**src/hw/physeq_pkg.sv**
```systemverilog
// Shared constants, types and register map for the PHY-side sequencing pair
package physeq_pkg;

    // ======================================
    // Link shape
    localparam int SLOTS = 4;
    localparam int DW = 8;
    localparam int LAT_W = 6;
    localparam int AW = 8;

    // ======================================
    // Command encoding on the link
    typedef enum logic [1:0] {
        PHYSEQ_NOP,
        PHYSEQ_WR,
        PHYSEQ_RD
    } physeq_cmd_t;

    // ======================================
    // Register offsets
    localparam logic [AW-1:0] REG_CTRL = 8'h00;
    localparam logic [AW-1:0] REG_CMD = 8'h04;
    localparam logic [AW-1:0] REG_WDATA = 8'h08;
    localparam logic [AW-1:0] REG_STATUS = 8'h0C;
    localparam logic [AW-1:0] REG_IRQ_STAT = 8'h10;
    localparam logic [AW-1:0] REG_IRQ_MASK = 8'h14;
    localparam logic [AW-1:0] REG_RDATA = 8'h18;

    // ======================================
    // Field positions
    localparam int CTRL_CRC = 0;
    localparam int CTRL_RECAL = 1;
    localparam int CMD_OP_LO = 0;
    localparam int CMD_SLOT_LO = 2;
    localparam int CMD_MASK_LO = 4;
    localparam logic [1:0] CMD_OP_WR = 2'h1;
    localparam logic [1:0] CMD_OP_RD = 2'h2;
    localparam int ST_PASS = 0;
    localparam int ST_FAIL = 1;
    localparam int ST_CMD_BUSY = 2;
    localparam int ST_RD_BUSY = 3;
    localparam int ST_WLAT_LO = 4;
    localparam int ST_RLAT_LO = 10;
    localparam int IRQ_CAL_OK = 0;
    localparam int IRQ_CAL_FAIL = 1;
    localparam int IRQ_RD_DONE = 2;
    localparam int IRQ_REFUSED = 3;
    localparam int IRQ_W = 4;

    // ======================================
    // Reset values and counts
    localparam logic [31:0] WDATA_RST = 32'h0000_0000;
    localparam logic [IRQ_W-1:0] IRQ_MASK_RST = 4'h0;
    localparam int CAL_CYCLES = 256;
    localparam logic [LAT_W-1:0] WLAT_DEF = 6'h09;
    localparam logic [LAT_W-1:0] RLAT_DEF = 6'h09;
    localparam logic [1:0] RESP_OKAY = 2'h0;
    localparam logic [1:0] RESP_SLVERR = 2'h2;

endpackage

```
**src/hw/physeq_if.sv**
```systemverilog
// Link between the memory controller end and the PHY end
`timescale 1ns/10ps
`default_nettype none
interface physeq_if;
    physeq_pkg::physeq_cmd_t [physeq_pkg::SLOTS-1:0] command;
    logic [physeq_pkg::SLOTS*physeq_pkg::DW-1:0] wdata;
    logic [physeq_pkg::SLOTS-1:0] wdata_valid;
    logic [physeq_pkg::SLOTS-1:0] write_mask_bits;
    logic crc_en;
    logic [physeq_pkg::SLOTS-1:0] rdata_en_full;
    logic [physeq_pkg::SLOTS-1:0] rdata_en;
    logic [physeq_pkg::SLOTS*physeq_pkg::DW-1:0] rdata;
    logic [physeq_pkg::SLOTS-1:0] rdata_valid;
    logic cal_req;
    logic cal_success;
    logic cal_fail;
    logic [physeq_pkg::LAT_W-1:0] wlat;
    logic [physeq_pkg::LAT_W-1:0] rlat;

    modport ctrl (
        output command, wdata, wdata_valid, write_mask_bits, crc_en, rdata_en_full, rdata_en,
        output cal_req,
        input rdata, rdata_valid, cal_success, cal_fail, wlat, rlat
    );
    modport phy (
        input command, wdata, wdata_valid, write_mask_bits, crc_en, rdata_en_full, rdata_en,
        input cal_req,
        output rdata, rdata_valid, cal_success, cal_fail, wlat, rlat
    );
endinterface
`default_nettype wire

```
**src/hw/physeq_ctrl.sv**
```systemverilog
// Controller end: AXI4-Lite registers, command slotting, read collection
`timescale 1ns/10ps
`default_nettype none
module physeq_ctrl (
    // Clock and reset
    input wire logic aclk,
    input wire logic aresetn,
    // AXI4-Lite write
    input wire logic [physeq_pkg::AW-1:0] awaddr,
    input wire logic awvalid,
    output logic awready,
    input wire logic [31:0] wdata,
    input wire logic [3:0] wstrb,
    input wire logic wvalid,
    output logic wready,
    output logic [1:0] bresp,
    output logic bvalid,
    input wire logic bready,
    // AXI4-Lite read
    input wire logic [physeq_pkg::AW-1:0] araddr,
    input wire logic arvalid,
    output logic arready,
    output logic [31:0] rdata,
    output logic [1:0] rresp,
    output logic rvalid,
    input wire logic rready,
    // Interrupt
    output logic irq,
    // PHY link
    physeq_if.ctrl link
);
    localparam int S = physeq_pkg::SLOTS;
    localparam int D = physeq_pkg::DW;
    localparam int IW = physeq_pkg::IRQ_W;

    function automatic logic [31:0] physeq_merge(input logic [31:0] old, input logic [31:0] nw,
                                                 input logic [3:0] strb);
        logic [31:0] r;
        r = old;
        for (int b = 0; b < 4; b++) begin
            if (strb[b]) begin
                r[b*8 +: 8] = nw[b*8 +: 8];
            end
        end
        return r;
    endfunction

    logic aw_got, next_aw_got, w_got, next_w_got;
    logic [physeq_pkg::AW-1:0] aw_addr, next_aw_addr;
    logic [31:0] w_data, next_w_data;
    logic [3:0] w_strb, next_w_strb;
    logic next_awready, next_wready, next_bvalid, next_arready, next_rvalid, next_irq;
    logic [1:0] next_bresp, next_rresp;
    logic [31:0] next_rdata, next_wr_word, wr_word, next_rd_word, rd_word, mreg;
    logic crc_en, next_crc_en, cmd_busy, next_cmd_busy, rd_busy, next_rd_busy;
    logic [7:0] cmd, next_cmd;
    logic [IW-1:0] irq_mask, next_mask, irq_stat, next_stat, ev, stat_clr;
    logic [2:0] rd_cnt, next_rd_cnt, rd_need, next_rd_need, min_slot, next_min;
    logic cal_ok_q, cal_fail_q, next_cal_req;
    logic [S-1:0] pend_valid, pend_mask, pend_full, pend_en;
    logic [S*D-1:0] pend_data;
    logic [2*S-1:0] wv, wm, wf, we;
    logic [2*S*D-1:0] wd;
    physeq_pkg::physeq_cmd_t [S-1:0] next_command;
    logic [1:0] op, slot;
    logic [S-1:0] m;
    logic [31:0] status;

    assign op = cmd[physeq_pkg::CMD_OP_LO +: 2];
    assign slot = cmd[physeq_pkg::CMD_SLOT_LO +: 2];
    assign m = cmd[physeq_pkg::CMD_MASK_LO +: S];
    assign status = {16'h0000,
                     link.cal_success ? link.rlat : 6'h00,
                     link.cal_success ? link.wlat : 6'h00,
                     rd_busy, cmd_busy, link.cal_fail, link.cal_success};

    // ======================================
    // Register bus, events and command issue
    always_comb begin
        next_bvalid = bvalid;
        next_bresp = bresp;
        next_rvalid = rvalid;
        next_rdata = rdata;
        next_rresp = rresp;
        next_aw_got = aw_got;
        next_aw_addr = aw_addr;
        next_w_got = w_got;
        next_w_data = w_data;
        next_w_strb = w_strb;
        next_crc_en = crc_en;
        next_mask = irq_mask;
        next_wr_word = wr_word;
        next_cmd_busy = cmd_busy;
        next_cmd = cmd;
        next_cal_req = 1'b0;
        mreg = physeq_merge({28'h0000000, irq_mask}, w_data, w_strb);
        ev = '0;
        stat_clr = '0;
        if (bvalid && bready) next_bvalid = 1'b0;
        if (rvalid && rready) next_rvalid = 1'b0;
        if (awvalid && awready) begin
            next_aw_got = 1'b1;
            next_aw_addr = awaddr;
        end
        if (wvalid && wready) begin
            next_w_got = 1'b1;
            next_w_data = wdata;
            next_w_strb = wstrb;
        end
        if (aw_got && w_got) begin
            next_aw_got = 1'b0;
            next_w_got = 1'b0;
            next_bvalid = 1'b1;
            next_bresp = physeq_pkg::RESP_OKAY;
            case (aw_addr)
                physeq_pkg::REG_CTRL: begin
                    if (w_strb[0]) begin
                        next_crc_en = w_data[physeq_pkg::CTRL_CRC];
                        next_cal_req = w_data[physeq_pkg::CTRL_RECAL];
                    end
                end
                physeq_pkg::REG_CMD: begin
                    if (w_strb[0] && cmd_busy) begin
                        ev[physeq_pkg::IRQ_REFUSED] = 1'b1;
                    end else if (w_strb[0]) begin
                        next_cmd_busy = 1'b1;
                        next_cmd = w_data[7:0];
                    end
                end
                physeq_pkg::REG_WDATA: next_wr_word = physeq_merge(wr_word, w_data, w_strb);
                physeq_pkg::REG_IRQ_MASK: next_mask = mreg[IW-1:0];
                physeq_pkg::REG_IRQ_STAT, physeq_pkg::REG_STATUS, physeq_pkg::REG_RDATA: ;
                default: next_bresp = physeq_pkg::RESP_SLVERR;
            endcase
        end
        if (arvalid && arready) begin
            next_rvalid = 1'b1;
            next_rresp = physeq_pkg::RESP_OKAY;
            case (araddr)
                physeq_pkg::REG_CTRL: next_rdata = {31'h00000000, crc_en};
                physeq_pkg::REG_CMD: next_rdata = {24'h000000, cmd};
                physeq_pkg::REG_WDATA: next_rdata = wr_word;
                physeq_pkg::REG_STATUS: next_rdata = status;
                physeq_pkg::REG_IRQ_STAT: begin
                    next_rdata = {28'h0000000, irq_stat};
                    stat_clr = '1;
                end
                physeq_pkg::REG_IRQ_MASK: next_rdata = {28'h0000000, irq_mask};
                physeq_pkg::REG_RDATA: next_rdata = rd_word;
                default: begin
                    next_rdata = 32'h00000000;
                    next_rresp = physeq_pkg::RESP_SLVERR;
                end
            endcase
        end
        next_arready = !next_rvalid;
        next_awready = !next_aw_got && !next_bvalid;
        next_wready = !next_w_got && !next_bvalid;

        // Read data collection, wanted bytes packed from the low byte up
        next_rd_busy = rd_busy;
        next_rd_cnt = rd_cnt;
        next_rd_need = rd_need;
        next_rd_word = rd_word;
        for (int j = 0; j < S; j++) begin
            if (rd_busy && link.rdata_valid[j]) begin
                next_rd_word[int'(next_rd_cnt[1:0])*D +: D] = link.rdata[j*D +: D];
                next_rd_cnt = next_rd_cnt + 3'h1;
            end
        end
        if (rd_busy && next_rd_cnt == rd_need) begin
            next_rd_busy = 1'b0;
            ev[physeq_pkg::IRQ_RD_DONE] = 1'b1;
        end

        // Slot window: this cycle in the low half, spill-over in the high half
        wv = {{S{1'b0}}, pend_valid};
        wm = {{S{1'b0}}, pend_mask};
        wf = {{S{1'b0}}, pend_full};
        we = {{S{1'b0}}, pend_en};
        wd = {{(S*D){1'b0}}, pend_data};
        next_command = {S{physeq_pkg::PHYSEQ_NOP}};
        next_min = 3'h0;
        if (cmd_busy && !link.cal_success) begin
            next_cmd_busy = 1'b0;
            ev[physeq_pkg::IRQ_REFUSED] = 1'b1;
        end else if (cmd_busy && {1'b0, slot} >= min_slot
                     && !(op == physeq_pkg::CMD_OP_RD && rd_busy)) begin
            next_cmd_busy = 1'b0;
            if (op == physeq_pkg::CMD_OP_WR) begin
                next_command[slot] = physeq_pkg::PHYSEQ_WR;
                for (int j = 0; j < S; j++) begin
                    wv[int'(slot)+j] = 1'b1;
                    wm[int'(slot)+j] = m[j];
                    wd[(int'(slot)+j)*D +: D] = wr_word[j*D +: D];
                end
                next_min = {1'b0, slot} + {2'b00, crc_en};
            end else if (op == physeq_pkg::CMD_OP_RD) begin
                next_command[slot] = physeq_pkg::PHYSEQ_RD;
                next_rd_need = 3'h0;
                for (int j = 0; j < S; j++) begin
                    wf[int'(slot)+j] = 1'b1;
                    we[int'(slot)+j] = m[j];
                    next_rd_need = next_rd_need + {2'b00, m[j]};
                end
                next_rd_cnt = 3'h0;
                next_rd_word = 32'h00000000;
                next_rd_busy = (next_rd_need != 3'h0);
                ev[physeq_pkg::IRQ_RD_DONE] = (next_rd_need == 3'h0);
            end else begin
                ev[physeq_pkg::IRQ_REFUSED] = 1'b1;
            end
        end

        ev[physeq_pkg::IRQ_CAL_OK] = link.cal_success && !cal_ok_q;
        ev[physeq_pkg::IRQ_CAL_FAIL] = link.cal_fail && !cal_fail_q;
        next_stat = (irq_stat & ~stat_clr) | ev;
        next_irq = |(next_stat & next_mask);
    end

    always_ff @(posedge aclk) begin
        if (!aresetn) begin
            awready <= 1'b0;
            wready <= 1'b0;
            bvalid <= 1'b0;
            bresp <= 2'h0;
            arready <= 1'b0;
            rvalid <= 1'b0;
            rdata <= 32'h00000000;
            rresp <= 2'h0;
            aw_got <= 1'b0;
            aw_addr <= '0;
            w_got <= 1'b0;
            w_data <= 32'h00000000;
            w_strb <= 4'h0;
            crc_en <= 1'b0;
            irq_mask <= physeq_pkg::IRQ_MASK_RST;
            irq_stat <= '0;
            irq <= 1'b0;
            wr_word <= physeq_pkg::WDATA_RST;
            cmd_busy <= 1'b0;
            cmd <= 8'h00;
            rd_busy <= 1'b0;
            rd_cnt <= 3'h0;
            rd_need <= 3'h0;
            rd_word <= 32'h00000000;
            min_slot <= 3'h0;
            cal_ok_q <= 1'b0;
            cal_fail_q <= 1'b0;
            pend_valid <= '0;
            pend_mask <= '0;
            pend_full <= '0;
            pend_en <= '0;
            pend_data <= '0;
            link.command <= {S{physeq_pkg::PHYSEQ_NOP}};
            link.wdata <= '0;
            link.wdata_valid <= '0;
            link.write_mask_bits <= '0;
            link.rdata_en_full <= '0;
            link.rdata_en <= '0;
            link.crc_en <= 1'b0;
            link.cal_req <= 1'b0;
        end else begin
            awready <= next_awready;
            wready <= next_wready;
            bvalid <= next_bvalid;
            bresp <= next_bresp;
            arready <= next_arready;
            rvalid <= next_rvalid;
            rdata <= next_rdata;
            rresp <= next_rresp;
            aw_got <= next_aw_got;
            aw_addr <= next_aw_addr;
            w_got <= next_w_got;
            w_data <= next_w_data;
            w_strb <= next_w_strb;
            crc_en <= next_crc_en;
            irq_mask <= next_mask;
            irq_stat <= next_stat;
            irq <= next_irq;
            wr_word <= next_wr_word;
            cmd_busy <= next_cmd_busy;
            cmd <= next_cmd;
            rd_busy <= next_rd_busy;
            rd_cnt <= next_rd_cnt;
            rd_need <= next_rd_need;
            rd_word <= next_rd_word;
            min_slot <= next_min;
            cal_ok_q <= link.cal_success;
            cal_fail_q <= link.cal_fail;
            pend_valid <= wv[2*S-1:S];
            pend_mask <= wm[2*S-1:S];
            pend_full <= wf[2*S-1:S];
            pend_en <= we[2*S-1:S];
            pend_data <= wd[2*S*D-1:S*D];
            link.command <= next_command;
            link.wdata <= wd[S*D-1:0];
            link.wdata_valid <= wv[S-1:0];
            link.write_mask_bits <= wm[S-1:0];
            link.rdata_en_full <= wf[S-1:0];
            link.rdata_en <= we[S-1:0];
            link.crc_en <= next_crc_en;
            link.cal_req <= next_cal_req;
        end
    end
endmodule
`default_nettype wire

```
**src/flat_wrapper.sv**
```systemverilog
// flat-port wrapper written by rule: the top's interface ports become plain ports
module physeq_ctrl_flat 
  (aclk, aresetn, awaddr, awvalid, awready, wdata, wstrb, wvalid, wready, bresp, bvalid, bready, araddr, arvalid, arready, rdata, rresp, rvalid, rready, irq, link_command, link_wdata, link_wdata_valid, link_write_mask_bits, link_crc_en, link_rdata_en_full, link_rdata_en, link_cal_req, link_rdata, link_rdata_valid, link_cal_success, link_cal_fail, link_wlat, link_rlat);
  physeq_if link_i ();
  input wire logic aclk;
  input wire logic aresetn;
  input wire logic [physeq_pkg::AW-1:0] awaddr;
  input wire logic awvalid;
  output logic awready;
  input wire logic [31:0] wdata;
  input wire logic [3:0] wstrb;
  input wire logic wvalid;
  output logic wready;
  output logic [1:0] bresp;
  output logic bvalid;
  input wire logic bready;
  input wire logic [physeq_pkg::AW-1:0] araddr;
  input wire logic arvalid;
  output logic arready;
  output logic [31:0] rdata;
  output logic [1:0] rresp;
  output logic rvalid;
  input wire logic rready;
  output logic irq;
  output wire logic [$bits(link_i.command)-1:0] link_command;
  output wire logic [$bits(link_i.wdata)-1:0] link_wdata;
  output wire logic [$bits(link_i.wdata_valid)-1:0] link_wdata_valid;
  output wire logic [$bits(link_i.write_mask_bits)-1:0] link_write_mask_bits;
  output wire logic [$bits(link_i.crc_en)-1:0] link_crc_en;
  output wire logic [$bits(link_i.rdata_en_full)-1:0] link_rdata_en_full;
  output wire logic [$bits(link_i.rdata_en)-1:0] link_rdata_en;
  output wire logic [$bits(link_i.cal_req)-1:0] link_cal_req;
  input wire logic [$bits(link_i.rdata)-1:0] link_rdata;
  input wire logic [$bits(link_i.rdata_valid)-1:0] link_rdata_valid;
  input wire logic [$bits(link_i.cal_success)-1:0] link_cal_success;
  input wire logic [$bits(link_i.cal_fail)-1:0] link_cal_fail;
  input wire logic [$bits(link_i.wlat)-1:0] link_wlat;
  input wire logic [$bits(link_i.rlat)-1:0] link_rlat;
  assign link_command = link_i.command;
  assign link_wdata = link_i.wdata;
  assign link_wdata_valid = link_i.wdata_valid;
  assign link_write_mask_bits = link_i.write_mask_bits;
  assign link_crc_en = link_i.crc_en;
  assign link_rdata_en_full = link_i.rdata_en_full;
  assign link_rdata_en = link_i.rdata_en;
  assign link_cal_req = link_i.cal_req;
  assign link_i.rdata = link_rdata;
  assign link_i.rdata_valid = link_rdata_valid;
  assign link_i.cal_success = link_cal_success;
  assign link_i.cal_fail = link_cal_fail;
  assign link_i.wlat = link_wlat;
  assign link_i.rlat = link_rlat;
  physeq_ctrl u_core (.aclk(aclk), .aresetn(aresetn), .awaddr(awaddr), .awvalid(awvalid), .awready(awready), .wdata(wdata), .wstrb(wstrb), .wvalid(wvalid), .wready(wready), .bresp(bresp), .bvalid(bvalid), .bready(bready), .araddr(araddr), .arvalid(arvalid), .arready(arready), .rdata(rdata), .rresp(rresp), .rvalid(rvalid), .rready(rready), .irq(irq), .link(link_i));
endmodule
```
**config.mk**
```make
export PLATFORM = sky130hd
export DESIGN_NAME = physeq_ctrl_flat
export DESIGN_NICKNAME = d
export VERILOG_FILES = /design/src/hw/physeq_pkg.sv /design/src/hw/physeq_if.sv /design/src/hw/physeq_ctrl.sv /design/src/flat_wrapper.sv
export SDC_FILE = /design/constraint.sdc
export NUM_CORES = 1
export LEC_CHECK = 0
export BUFFER_PORTS_ARGS = -buffer_cell sky130_fd_sc_hd__buf_2
export CELL_PAD_IN_SITES_DETAIL_PLACEMENT = 0
export CELL_PAD_IN_SITES_GLOBAL_PLACEMENT = 1
export CORE_AREA = 8 8 226 228
export CTS_CLUSTER_SIZE = 28
export DETAILED_ROUTE_END_ITERATION = 6
export DIE_AREA = 0 0 234 236
export PLACE_DENSITY = 0.62
export SLEW_MARGIN = 5
export SYNTH_ARGS = -nofsm -noshare
export SYNTH_HDL_FRONTEND = slang
export SYNTH_SLANG_ARGS = --single-unit
```
**constraint.sdc**
```tcl
create_clock -name aclk -period 6.68 [get_ports aclk]
set_clock_uncertainty 0.2 [all_clocks]
set_input_delay 1.336 -clock aclk [delete_from_list [all_inputs] [get_ports aclk]]
set_output_delay 1.336 -clock aclk [all_outputs]
set_load 0.02 [all_outputs]
```
==> metrics.txt, run 1 <==
Max-cap violations 0; HPWL Detailed 39900 microns; Mean Syn Cell Area 8.28 sq um; PortBufs 206; critical path peak fanout 11; synthesis warning total 0; Die Ht around 240 microns; Yosys cell types 66; Max VDD drop 0.154 mV; mapped cell area around 14000 sq um; Setup crit end kind flip-flop; crit-path most repeated cell ha_1; Slew Limit Headroom about a fifth; slowest stage delay, CP ~570 ps; # setup viols final 0; Lkg Pwr around 0.0062 uW; Synth top area share 40.1%; PD cells between 200 and 250 nW/um^2; fin. max-slew vios 0; flops & latches, synth approximately 280; slowest CP cell nor3_2; initial drt markers 1218; ANT cells 0; Die ar. 55200 sq um; cell taking the most area after synthesis dfxtp_1; PostCTS Resize Cnt 0; most used flip-flop cell after synthesis dfxtp_1; Die X-Extent 234 microns; CTS tree built; worst skew pair latency 550 ps; # H-tree levels 2; vias per inst about 5.4; initial antenna violation count 0; crit path DAT 5500 ps; Fin. Hold Viols 0; antenna-violating nets left 0; Tcrit/Tclk final 78.3%; main area contributors after synthesis dfxtp_1 40%, nand2_1 7.3%, a22oi_1 7.1%, a21boi_0 4.8%, o21ai_0 3.8%; largest net degree at the start of global routing 134; Ports 209; vias in the first global route 12900; worst setup margin 1450 ps; Fin Setup TNS 0 ps; setup bufs post-CTS 0; WS Path Type in2reg; status completed; worst min-delay path category reg2reg; drt first pass iters 6; RSZ-0062 raised after global routing no; CTS Buffer Depth 3; P&R area growth vs syn 18.7%; CTS Sinks 283; Residual DRC 0; Worst EP required 6950 ps; ys async rst share 0%; number of synthesized flops with an enable pin 0; layout cells sized above 1 16.5%; GRT Total Usage 19.8%; initial core utilization between 20% and 30%; achievable frequency about 0.19 GHz; Core Rows 80; root buf cell clkbuf_16; gpl congestion about 0.86; clock-pin slew on the worst setup and hold paths 60 ps; hold buffers post-CTS 0; area of the core 47300 sq um; Commonest cells post-synth 283 x dfxtp_1, 275 x nand2_1, 134 x a22oi_1; final wirelength approximately 57000 microns; first-pass GRT wire length around 84000 microns; Num CTS Buffers 35; register area share after synthesis 40.1%; Synth Instances 1706; crit-path cells buf_2, nand2_1, xnor2_1, inv_1, ha_1, and3_1, a211oi_1, buf_4, ha_1, nor2_1, a21o_1, inv_1, ha_1, or3b_1, nor3_2, o2bb2ai_1; most common cell in the netlist dfxtp_1; Tmin final 5230 ps; CP delay by family, top simple AND/OR/NAND/NOR gates; drt wl/cell 22.9 microns; fin nets 1992; CP Launch Type input pin; via count 13500; Post-Place Setup Slack 902 ps; worst slew pin tran 1190 ps; grt ovf 0; WP buf/inv 4
[flip-flops by register name, summed over array words and instances (netlist names), 3 cells and up]
signal and count:
u_core.pend_full 3, u_core.pend_data 32, u_core.irq_stat 4, u_core.cmd 8
u_core.rdata 32, u_core.link.rdata_en_full 4, u_core.aw_addr 8, u_core.link.wdata 32
u_core.link.write_mask_bits 4, u_core.pend_en 4, u_core.w_data 32, u_core.irq_mask 4
u_core.link.command 8, u_core.wr_word 32, u_core.rd_word 32, u_core.pend_mask 4
u_core.w_strb 4, u_core.pend_valid 3, u_core.min_slot 3, u_core.rd_need 3
u_core.link.rdata_en 4, u_core.rd_cnt 3, u_core.link.wdata_valid 4
[metal layers]
metal	vias to the layer above	routed length (microns)	track usage, %
met2	578	24600	29.6
li1	6350	-	-
met3	103	4330	4.32
met5	-	0	0
met1	6434	26000	27.6
met4	0	1760	6.69
[final timing paths]
path	startpoint	to	slack, ps	cells past startpoint
setup / recovery	link_rdata_valid[0]	u_core.rd_word[11]	1450	16
hold / removal	u_core.pend_valid[0]	u_core.link.wdata_valid[0]	240	1
setup reg to reg	u_core.rd_cnt[0]	u_core.rd_word[11]	1640	15
hold reg to reg	u_core.pend_valid[0]	u_core.link.wdata_valid[0]	240	1
[kinds of logic (layout without fill, tap and decap cells)]
| kind of cell | after synthesis | after routing | synth area share (%) |
|---|---|---|---|
| XOR/XNOR | 14 | 14 | 1.07 |
| buffers and inverters | 156 | 313 | 4.47 |
| multiplexers | 31 | 31 | 2.28 |
| AO/OA/AOI/OAI | 526 | 526 | 25.6 |
| other | 1 | 2 | 0.0266 |
| AND/OR/NAND/NOR | 654 | 654 | 22.7 |
| flip-flops | 283 | 283 | 40.1 |
| adder cells (fa/ha/maj) | 41 | 41 | 3.69 |
[layout make-up]
class / instances / area (sq um)
repair buffers: 232 / 1230
clock inverters: 14 / 193
inverters: 22 / 82.6
multi-input cells: 1268 / 7830
well taps: 615 / 769
clock buffers: 45 / 995
flip-flops and latches: 283 / 5670
fillers: 4932 / 30600
[power breakdown]
part | switching [uW] | leakage, uW | internal (uW)
combinational | 98.3 | 0.00330 | 56.7
clock | 774 | 0.000578 | 1210
sequential | 16.9 | 0.00229 | 1710
total | 889 | 0.00617 | 2970
[cells in the final DEF (no fill, tap or decap), types with 56 or more instances in the layout]
cell      netlist  final
a22oi_1       134    134
nand2_1       275    274
a21oi_1        60     60
buf_2          15    205
and2_1         56     56
nor2_1        100    100
dfxtp_1       283    283
o21ai_0       108    108
a21boi_0       90     90
nand3_1        61     61
nor2b_1        58     58
[through the flow]
| stage | instances | util, % | total power [uW] | area (sq um) | hold slack (ps) |
|---|---|---|---|---|---|
| after CTS | 2479 | 35.4 | 3910 | 16800 | 253 |
| after global routing | 2479 | 35.4 | 3990 | 16800 | 272 |
| after detailed placement | 2420 | 32.9 | 1910 | 15600 | 241 |
| after floorplan | 1707 | - | 1830 | 14100 | 209 |
| after global placement | 2420 | 32.9 | 1910 | 15600 | 233 |
| final | 2479 | 35.4 | 3860 | 16800 | 244 |
[worst register-to-register path: stages, from the launching register on]
cell,delay (ps)
dfxtp_1,530
clkinv_1,350
ha_1,460
mux2_2,330
ha_1,370
and3_1,210
a211oi_1,240
buf_4,180
ha_1,260
nor2_1,120
a21o_1,180
inv_1,100
ha_1,210
or3b_1,470
nor3_2,570
o2bb2ai_1,190
Note: power is estimated with default switching activity, not from simulation.
==> inputs of run 2 (changes only) <==
- PLACE_DENSITY: 0.62 -> 0.65
- clock period: 6.68 -> 4.62 ns (I/O delays scaled with it)
==> metrics.txt, run 2 (synthesis gave the netlist of run 1 again) <==
achievable frequency about 0.24 GHz; via count 13600 (+0.93%); CP Launch Type flip-flop; worst skew pair latency 570 ps (+20 ps); Die X-Extent 234 microns (unchanged); initial drt markers 1176 (-3.4%); grt ovf 0 (unchanged); WS Path Type reg2reg; Final Instance Area 17200 sq um (+2.7%); PD cells 344 nW/um^2 (+49%); PortBufs 206 (unchanged); ANT cells 0 (unchanged); fin. max-slew vios 0 (unchanged); # setup viols final 0 (unchanged); Tcrit/Tclk final 89.9%; Worst EP required 4830 ps (-2120 ps); largest net degree at the start of global routing 77 (-43%); slowest stage delay, CP 420 ps (-150 ps); Core Rows 80 (unchanged); setup bufs post-CTS 0 (unchanged); Die Ht 236 microns (unchanged); slowest CP cell dfxtp_1; CTS Sinks 283 (unchanged); CTS tree built; worst hold start u_core.pend_valid[1]; layout cells sized above 1 18.6% (+2.0 points); drt wl/cell 22.1 microns (-3.5%); gpl congestion 0.895 (+3.8%); status completed; Die ar. 55200 sq um (unchanged); Inst Count DP 2455 (+1.4%); worst min-delay path category reg2reg; WP buf/inv 1 (-3); # H-tree levels 2 (unchanged); critical path startpoint u_core.rd_cnt[1]; drt first pass iters 5 (-1); CTS Buffer Depth 3 (unchanged); initial core utilization 29.8% (unchanged); crit-path most repeated cell ha_1; Slew Limit Headroom 8.83% (-11 points); antenna-violating nets left 0 (unchanged); Lkg Pwr 0.00644 uW (+4.4%); Num CTS Buffers 36 (+2.9%); vias in the first global route 13200 (+1.8%); non-filler cells, final 2521 (+1.7%); Pwr Total 5920 uW (+54%); Setup crit end kind flip-flop; RSZ-0062 raised after global routing no; crit-path cells inv_1, ha_1, mux2_2, ha_1, and3_1, a211oi_2, ha_1, nor2_1, a21o_1, ha_1, nand2_1, xor2_1, nand2_1, xnor3_1, xor2_1, a41oi_1, o211ai_1; HPWL Detailed 39900 microns (-0.15%); Residual DRC 0 (unchanged); P&R area growth vs syn 22.0%; critical path peak fanout 6 (-5); Fin. Hold Viols 0 (unchanged); first-pass GRT wire length 83600 microns (-0.33%); crit path DAT 4360 ps (-1140 ps); worst slew pin tran 1360 ps (+170 ps); vias per inst 5.39 (-0.75%); Max VDD drop 0.213 mV (+39%); Max-cap violations 0 (unchanged); final wirelength 55600 microns (-1.8%); worst reg2reg startpoint u_core.rd_cnt[1]; Tmin final 4150 ps; root buf cell clkbuf_16; CP delay by family, top adder cells; cell area after placement 15800 sq um (+1.8%); Ports 209 (unchanged); clock-pin slew on the worst setup and hold paths 60 ps (about the same); initial antenna violation count 0 (unchanged); hold buffers post-CTS 0 (unchanged); commonest cells after routing, fill and taps aside 282 x dfxtp_1, 275 x nand2_1, 205 x buf_2; fin nets 2028 (+1.8%); GRT Total Usage 19.5% (-0.25 points); most common cell after layout, fill and taps aside dfxtp_1; area of the core 47300 sq um (unchanged)
==> run 2: cell types whose count changed in the layout (fill, tap and decap cells not counted), sizes merged <==
cell,change
buf,+35
bufinv,+4
clkbuf,+2
clkinv,+2
clkinvlp,-2
inv,+1
==> run 2: per-stage QoR <==
step / setup WS [ps] / util, % / hold slack, ps / setup TNS (ps)
floorplan: 0.667 / - / 209 / 0
global placement: 58.8 / 33.5 / 230 / 0
detailed placement: -9.75 / 33.5 / 230 / -16.9
CTS: 204 / 36.4 / 247 / 0
global route: 135 / 36.4 / 259 / 0
finish: 469 / 36.4 / 244 / 0
==> run 2: power breakdown <==
part | internal (uW) | switching [uW] | total (uW)
sequential | 2470 | 24.8 | 2490
clock | 2040 | 1170 | 3210
combinational | 82.2 | 136 | 219
==> run 2: what timing repair did <==
item | in CTS | in global routing
hold endpoints to repair | 0 | 0
endpoints found under the setup margin | 0 | 9
gates resized for setup | 0 | 2
==> run 2: final timing paths <==
check | endpoint | slack [ps] | cells after the start
min reg2reg | u_core.link.wdata_valid[1] | 240 | 1
min | u_core.link.wdata_valid[1] | 240 | 1
max reg2reg | u_core.irq | 470 | 17
max | u_core.irq | 470 | 17
==> run 2: cell type report <==
type	count	area (sq um)
multi-input combinational	1268	7840
inverter	22	82.6
sequential	283	5670
timing repair buffer	267	1490
tap	615	769
fill	4971	30100
clock buffer	47	1030
clock inverter	19	335
==> run 2: worst register-to-register path, stage by stage, from the launching register on <==
cell      delay (ps)
dfxtp_1          420
inv_1            140
ha_1             360
mux2_2           300
ha_1             280
and3_1           190
a211oi_2         190
ha_1             290
nor2_1           110
a21o_1           120
ha_1             150
nand2_1           60
xor2_1           150
nand2_1           80
xnor3_1          380
xor2_1           160
a41oi_1          290
o211ai_1         140
==> run 2: per-layer routing <==
layer | up-vias | GRT usage, % | part of all wire [%]
met3 | 102 | 4.35 | 7.5
met5 | - | 0 | 0
met1 | 6549 | 27.3 | 46
li1 | 6425 | - | -
met2 | 514 | 29.2 | 44
met4 | 0 | 6.52 | 3.2
==> inputs of run 3 (changes only) <==
- PLACE_DENSITY: 0.65 -> 0.62
- SETUP_SLACK_MARGIN: unset -> 0.1
- clock period: 4.62 -> 5.37 ns (I/O delays scaled with it)
==> metrics.txt, run 3 (synthesis gave the netlist of run 1 again) <==
HPWL Detailed 39700 microns (-0.53%); ANT cells 0 (unchanged); vias in the first global route 12900 (-2.0%); worst min-delay path category reg2reg; CTS Sinks 283 (unchanged); clock power share 50.1% (-4.1 points); PD cells 279 nW/um^2 (-19%); P&R area growth vs syn 19.0%; slowest CP cell dfxtp_1; largest net degree at the start of global routing 200 (+160%); CTS Buffer Depth 3 (unchanged); # H-tree levels 2 (unchanged); worst skew pair latency 560 ps (about the same); Core Rows 80 (unchanged); area of the core 47300 sq um (unchanged); Reg power frac 45.8% (+3.7 points); Filler cells 4979 (+0.16%); Max-cap violations 0 (unchanged); via count 13400 (-1.8%); Lkg Pwr 0.00620 uW (-3.8%); antenna-violating nets left 0 (unchanged); Pwr Total 4680 uW (-21%); Tcrit/Tclk final 91.3% (+1.4 points); Num CTS Buffers 35 (-2.8%); Register Area 5670 sq um (about the same); Slew Limit Headroom 22.4% (+14 points); fin nets 2002 (-1.3%); worst slew pin tran 1160 ps (-196 ps); grt ovf 0 (unchanged); layout cells sized above 1 16.7% (-1.8 points); initial antenna violation count 0 (unchanged); Net Sw Power 1110 uW (-17%); Die Ht 236 microns (unchanged); hold buffers post-CTS 0 (unchanged); critical path peak fanout 8 (+2); drt wl/cell 22.4 microns (+1.3%); commonest cells after routing, fill and taps aside 283 x dfxtp_1, 275 x nand2_1, 205 x buf_2; area of the multi-input gates 7840 sq um (about the same); CP delay by family, top adder cells; clock-pin slew on the worst setup and hold paths 60 ps (about the same); crit-path cells clkinv_1, buf_4, ha_1, mux2_2, ha_1, and3_1, a211oi_1, ha_1, nor2_1, a21o_1, ha_1, nand2_1, xor2_1, nand2_1, xnor3_1, xor2_1, a41oi_1, o211ai_1; WS Path Type reg2reg; vias per inst 5.36 (-0.57%); most common cell after layout, fill and taps aside dfxtp_1; setup bufs post-CTS 0 (unchanged); drt first pass iters 5 (unchanged); Ports 209 (unchanged); CP Launch Type flip-flop; Fin. Hold Viols 0 (unchanged); slowest stage delay, CP 540 ps (+120 ps); CTS tree built; fin. max-slew vios 0 (unchanged); Worst EP required 5600 ps (+770 ps); # setup viols final 0 (unchanged); final wirelength 55700 microns (about the same); achievable frequency 0.204 GHz (-15%); PostCTS Resize Cnt 0 (unchanged); Tmin final 4900 ps (+750 ps); Residual DRC 0 (unchanged); Die ar. 55200 sq um (unchanged); Die X-Extent 234 microns (unchanged); crit path DAT 5130 ps (+770 ps); RSZ-0062 raised after global routing no; status completed; Net Sw Frac 23.6% (+1.1 points); internal power 3580 uW (-22%); initial core utilization 29.8% (unchanged); initial drt markers 1260 (+7.1%); gpl congestion 0.868 (-3.0%); crit-path most repeated cell ha_1; WP buf/inv 2 (+1); Gate power share 4.1% (+0.4 points); root buf cell clkbuf_16; GRT Total Usage 19.6% (+0.034 points); Max VDD drop 0.149 mV (-30%); Fin Setup TNS 0 ps (unchanged); Setup crit end kind flip-flop; PortBufs 206 (unchanged); first-pass GRT wire length 82900 microns (-0.85%)
[run 3: cell types whose count changed in the layout (fill, tap and decap cells not counted), sizes merged]
cell,before,now
bufinv,8,2
clkbuf,47,50
inv,22,21
clkinv,10,9
buf,267,242
[run 3: worst min-delay path, cell delays in order, from the launching register on]
cell and delay, ps:
dfxtp_1 290, inv_1 40, a21boi_0 70
[run 3: path summary, 6_finish.rpt]
path / startpoint / to / slack [ps] / cells after the start
min: u_core.pend_full[1] / u_core.link.rdata_en_full[1] / 250 / 2
max reg2reg: u_core.rd_cnt[0] / u_core.irq / 470 / 18
max: u_core.rd_cnt[0] / u_core.irq / 470 / 18
min reg2reg: u_core.pend_full[1] / u_core.link.rdata_en_full[1] / 250 / 2
[run 3: layout make-up]
class,count,share of cell area (%)
Multi-Input combinational cell,1268,46.6
Sequential cell,283,33.7
Timing Repair Buffer,242,7.83
Clock buffer,50,5.84
Tap cell,615,4.58
Clock inverter,11,0.908
Inverter,22,0.491
[run 3: per-layer routing]
layer  global-route usage (%)  routed length, microns
met1                     27.3                   25300
met2                     28.9                   24400
met3                     4.44                    4040
met4                     7.44                    1950
met5                        0                       0
[run 3: per-stage QoR]
step | hold slack [ps] | utilization [%] | setup slack [ps] | std cells | cell area, sq um
detailed placement | 239 | 33.1 | 198 | 2430 | 15700
floorplan | 209 | - | 310 | 1707 | 14100
global placement | 236 | 33.1 | 349 | 2430 | 15700
finish | 251 | 35.5 | 468 | 2491 | 16800
global route | 279 | 35.5 | 180 | 2491 | 16800
CTS | 255 | 35.5 | 496 | 2491 | 16800
[run 3: power groups by stage]
stage	Combinational (uW)	Clock [uW]	Sequential, uW
CTS	193	2420	2140
global route	207	2510	2150
floorplan	93.2	0	2180
global placement	191	0	2190
finish	192	2350	2140
detailed placement	192	0	2190
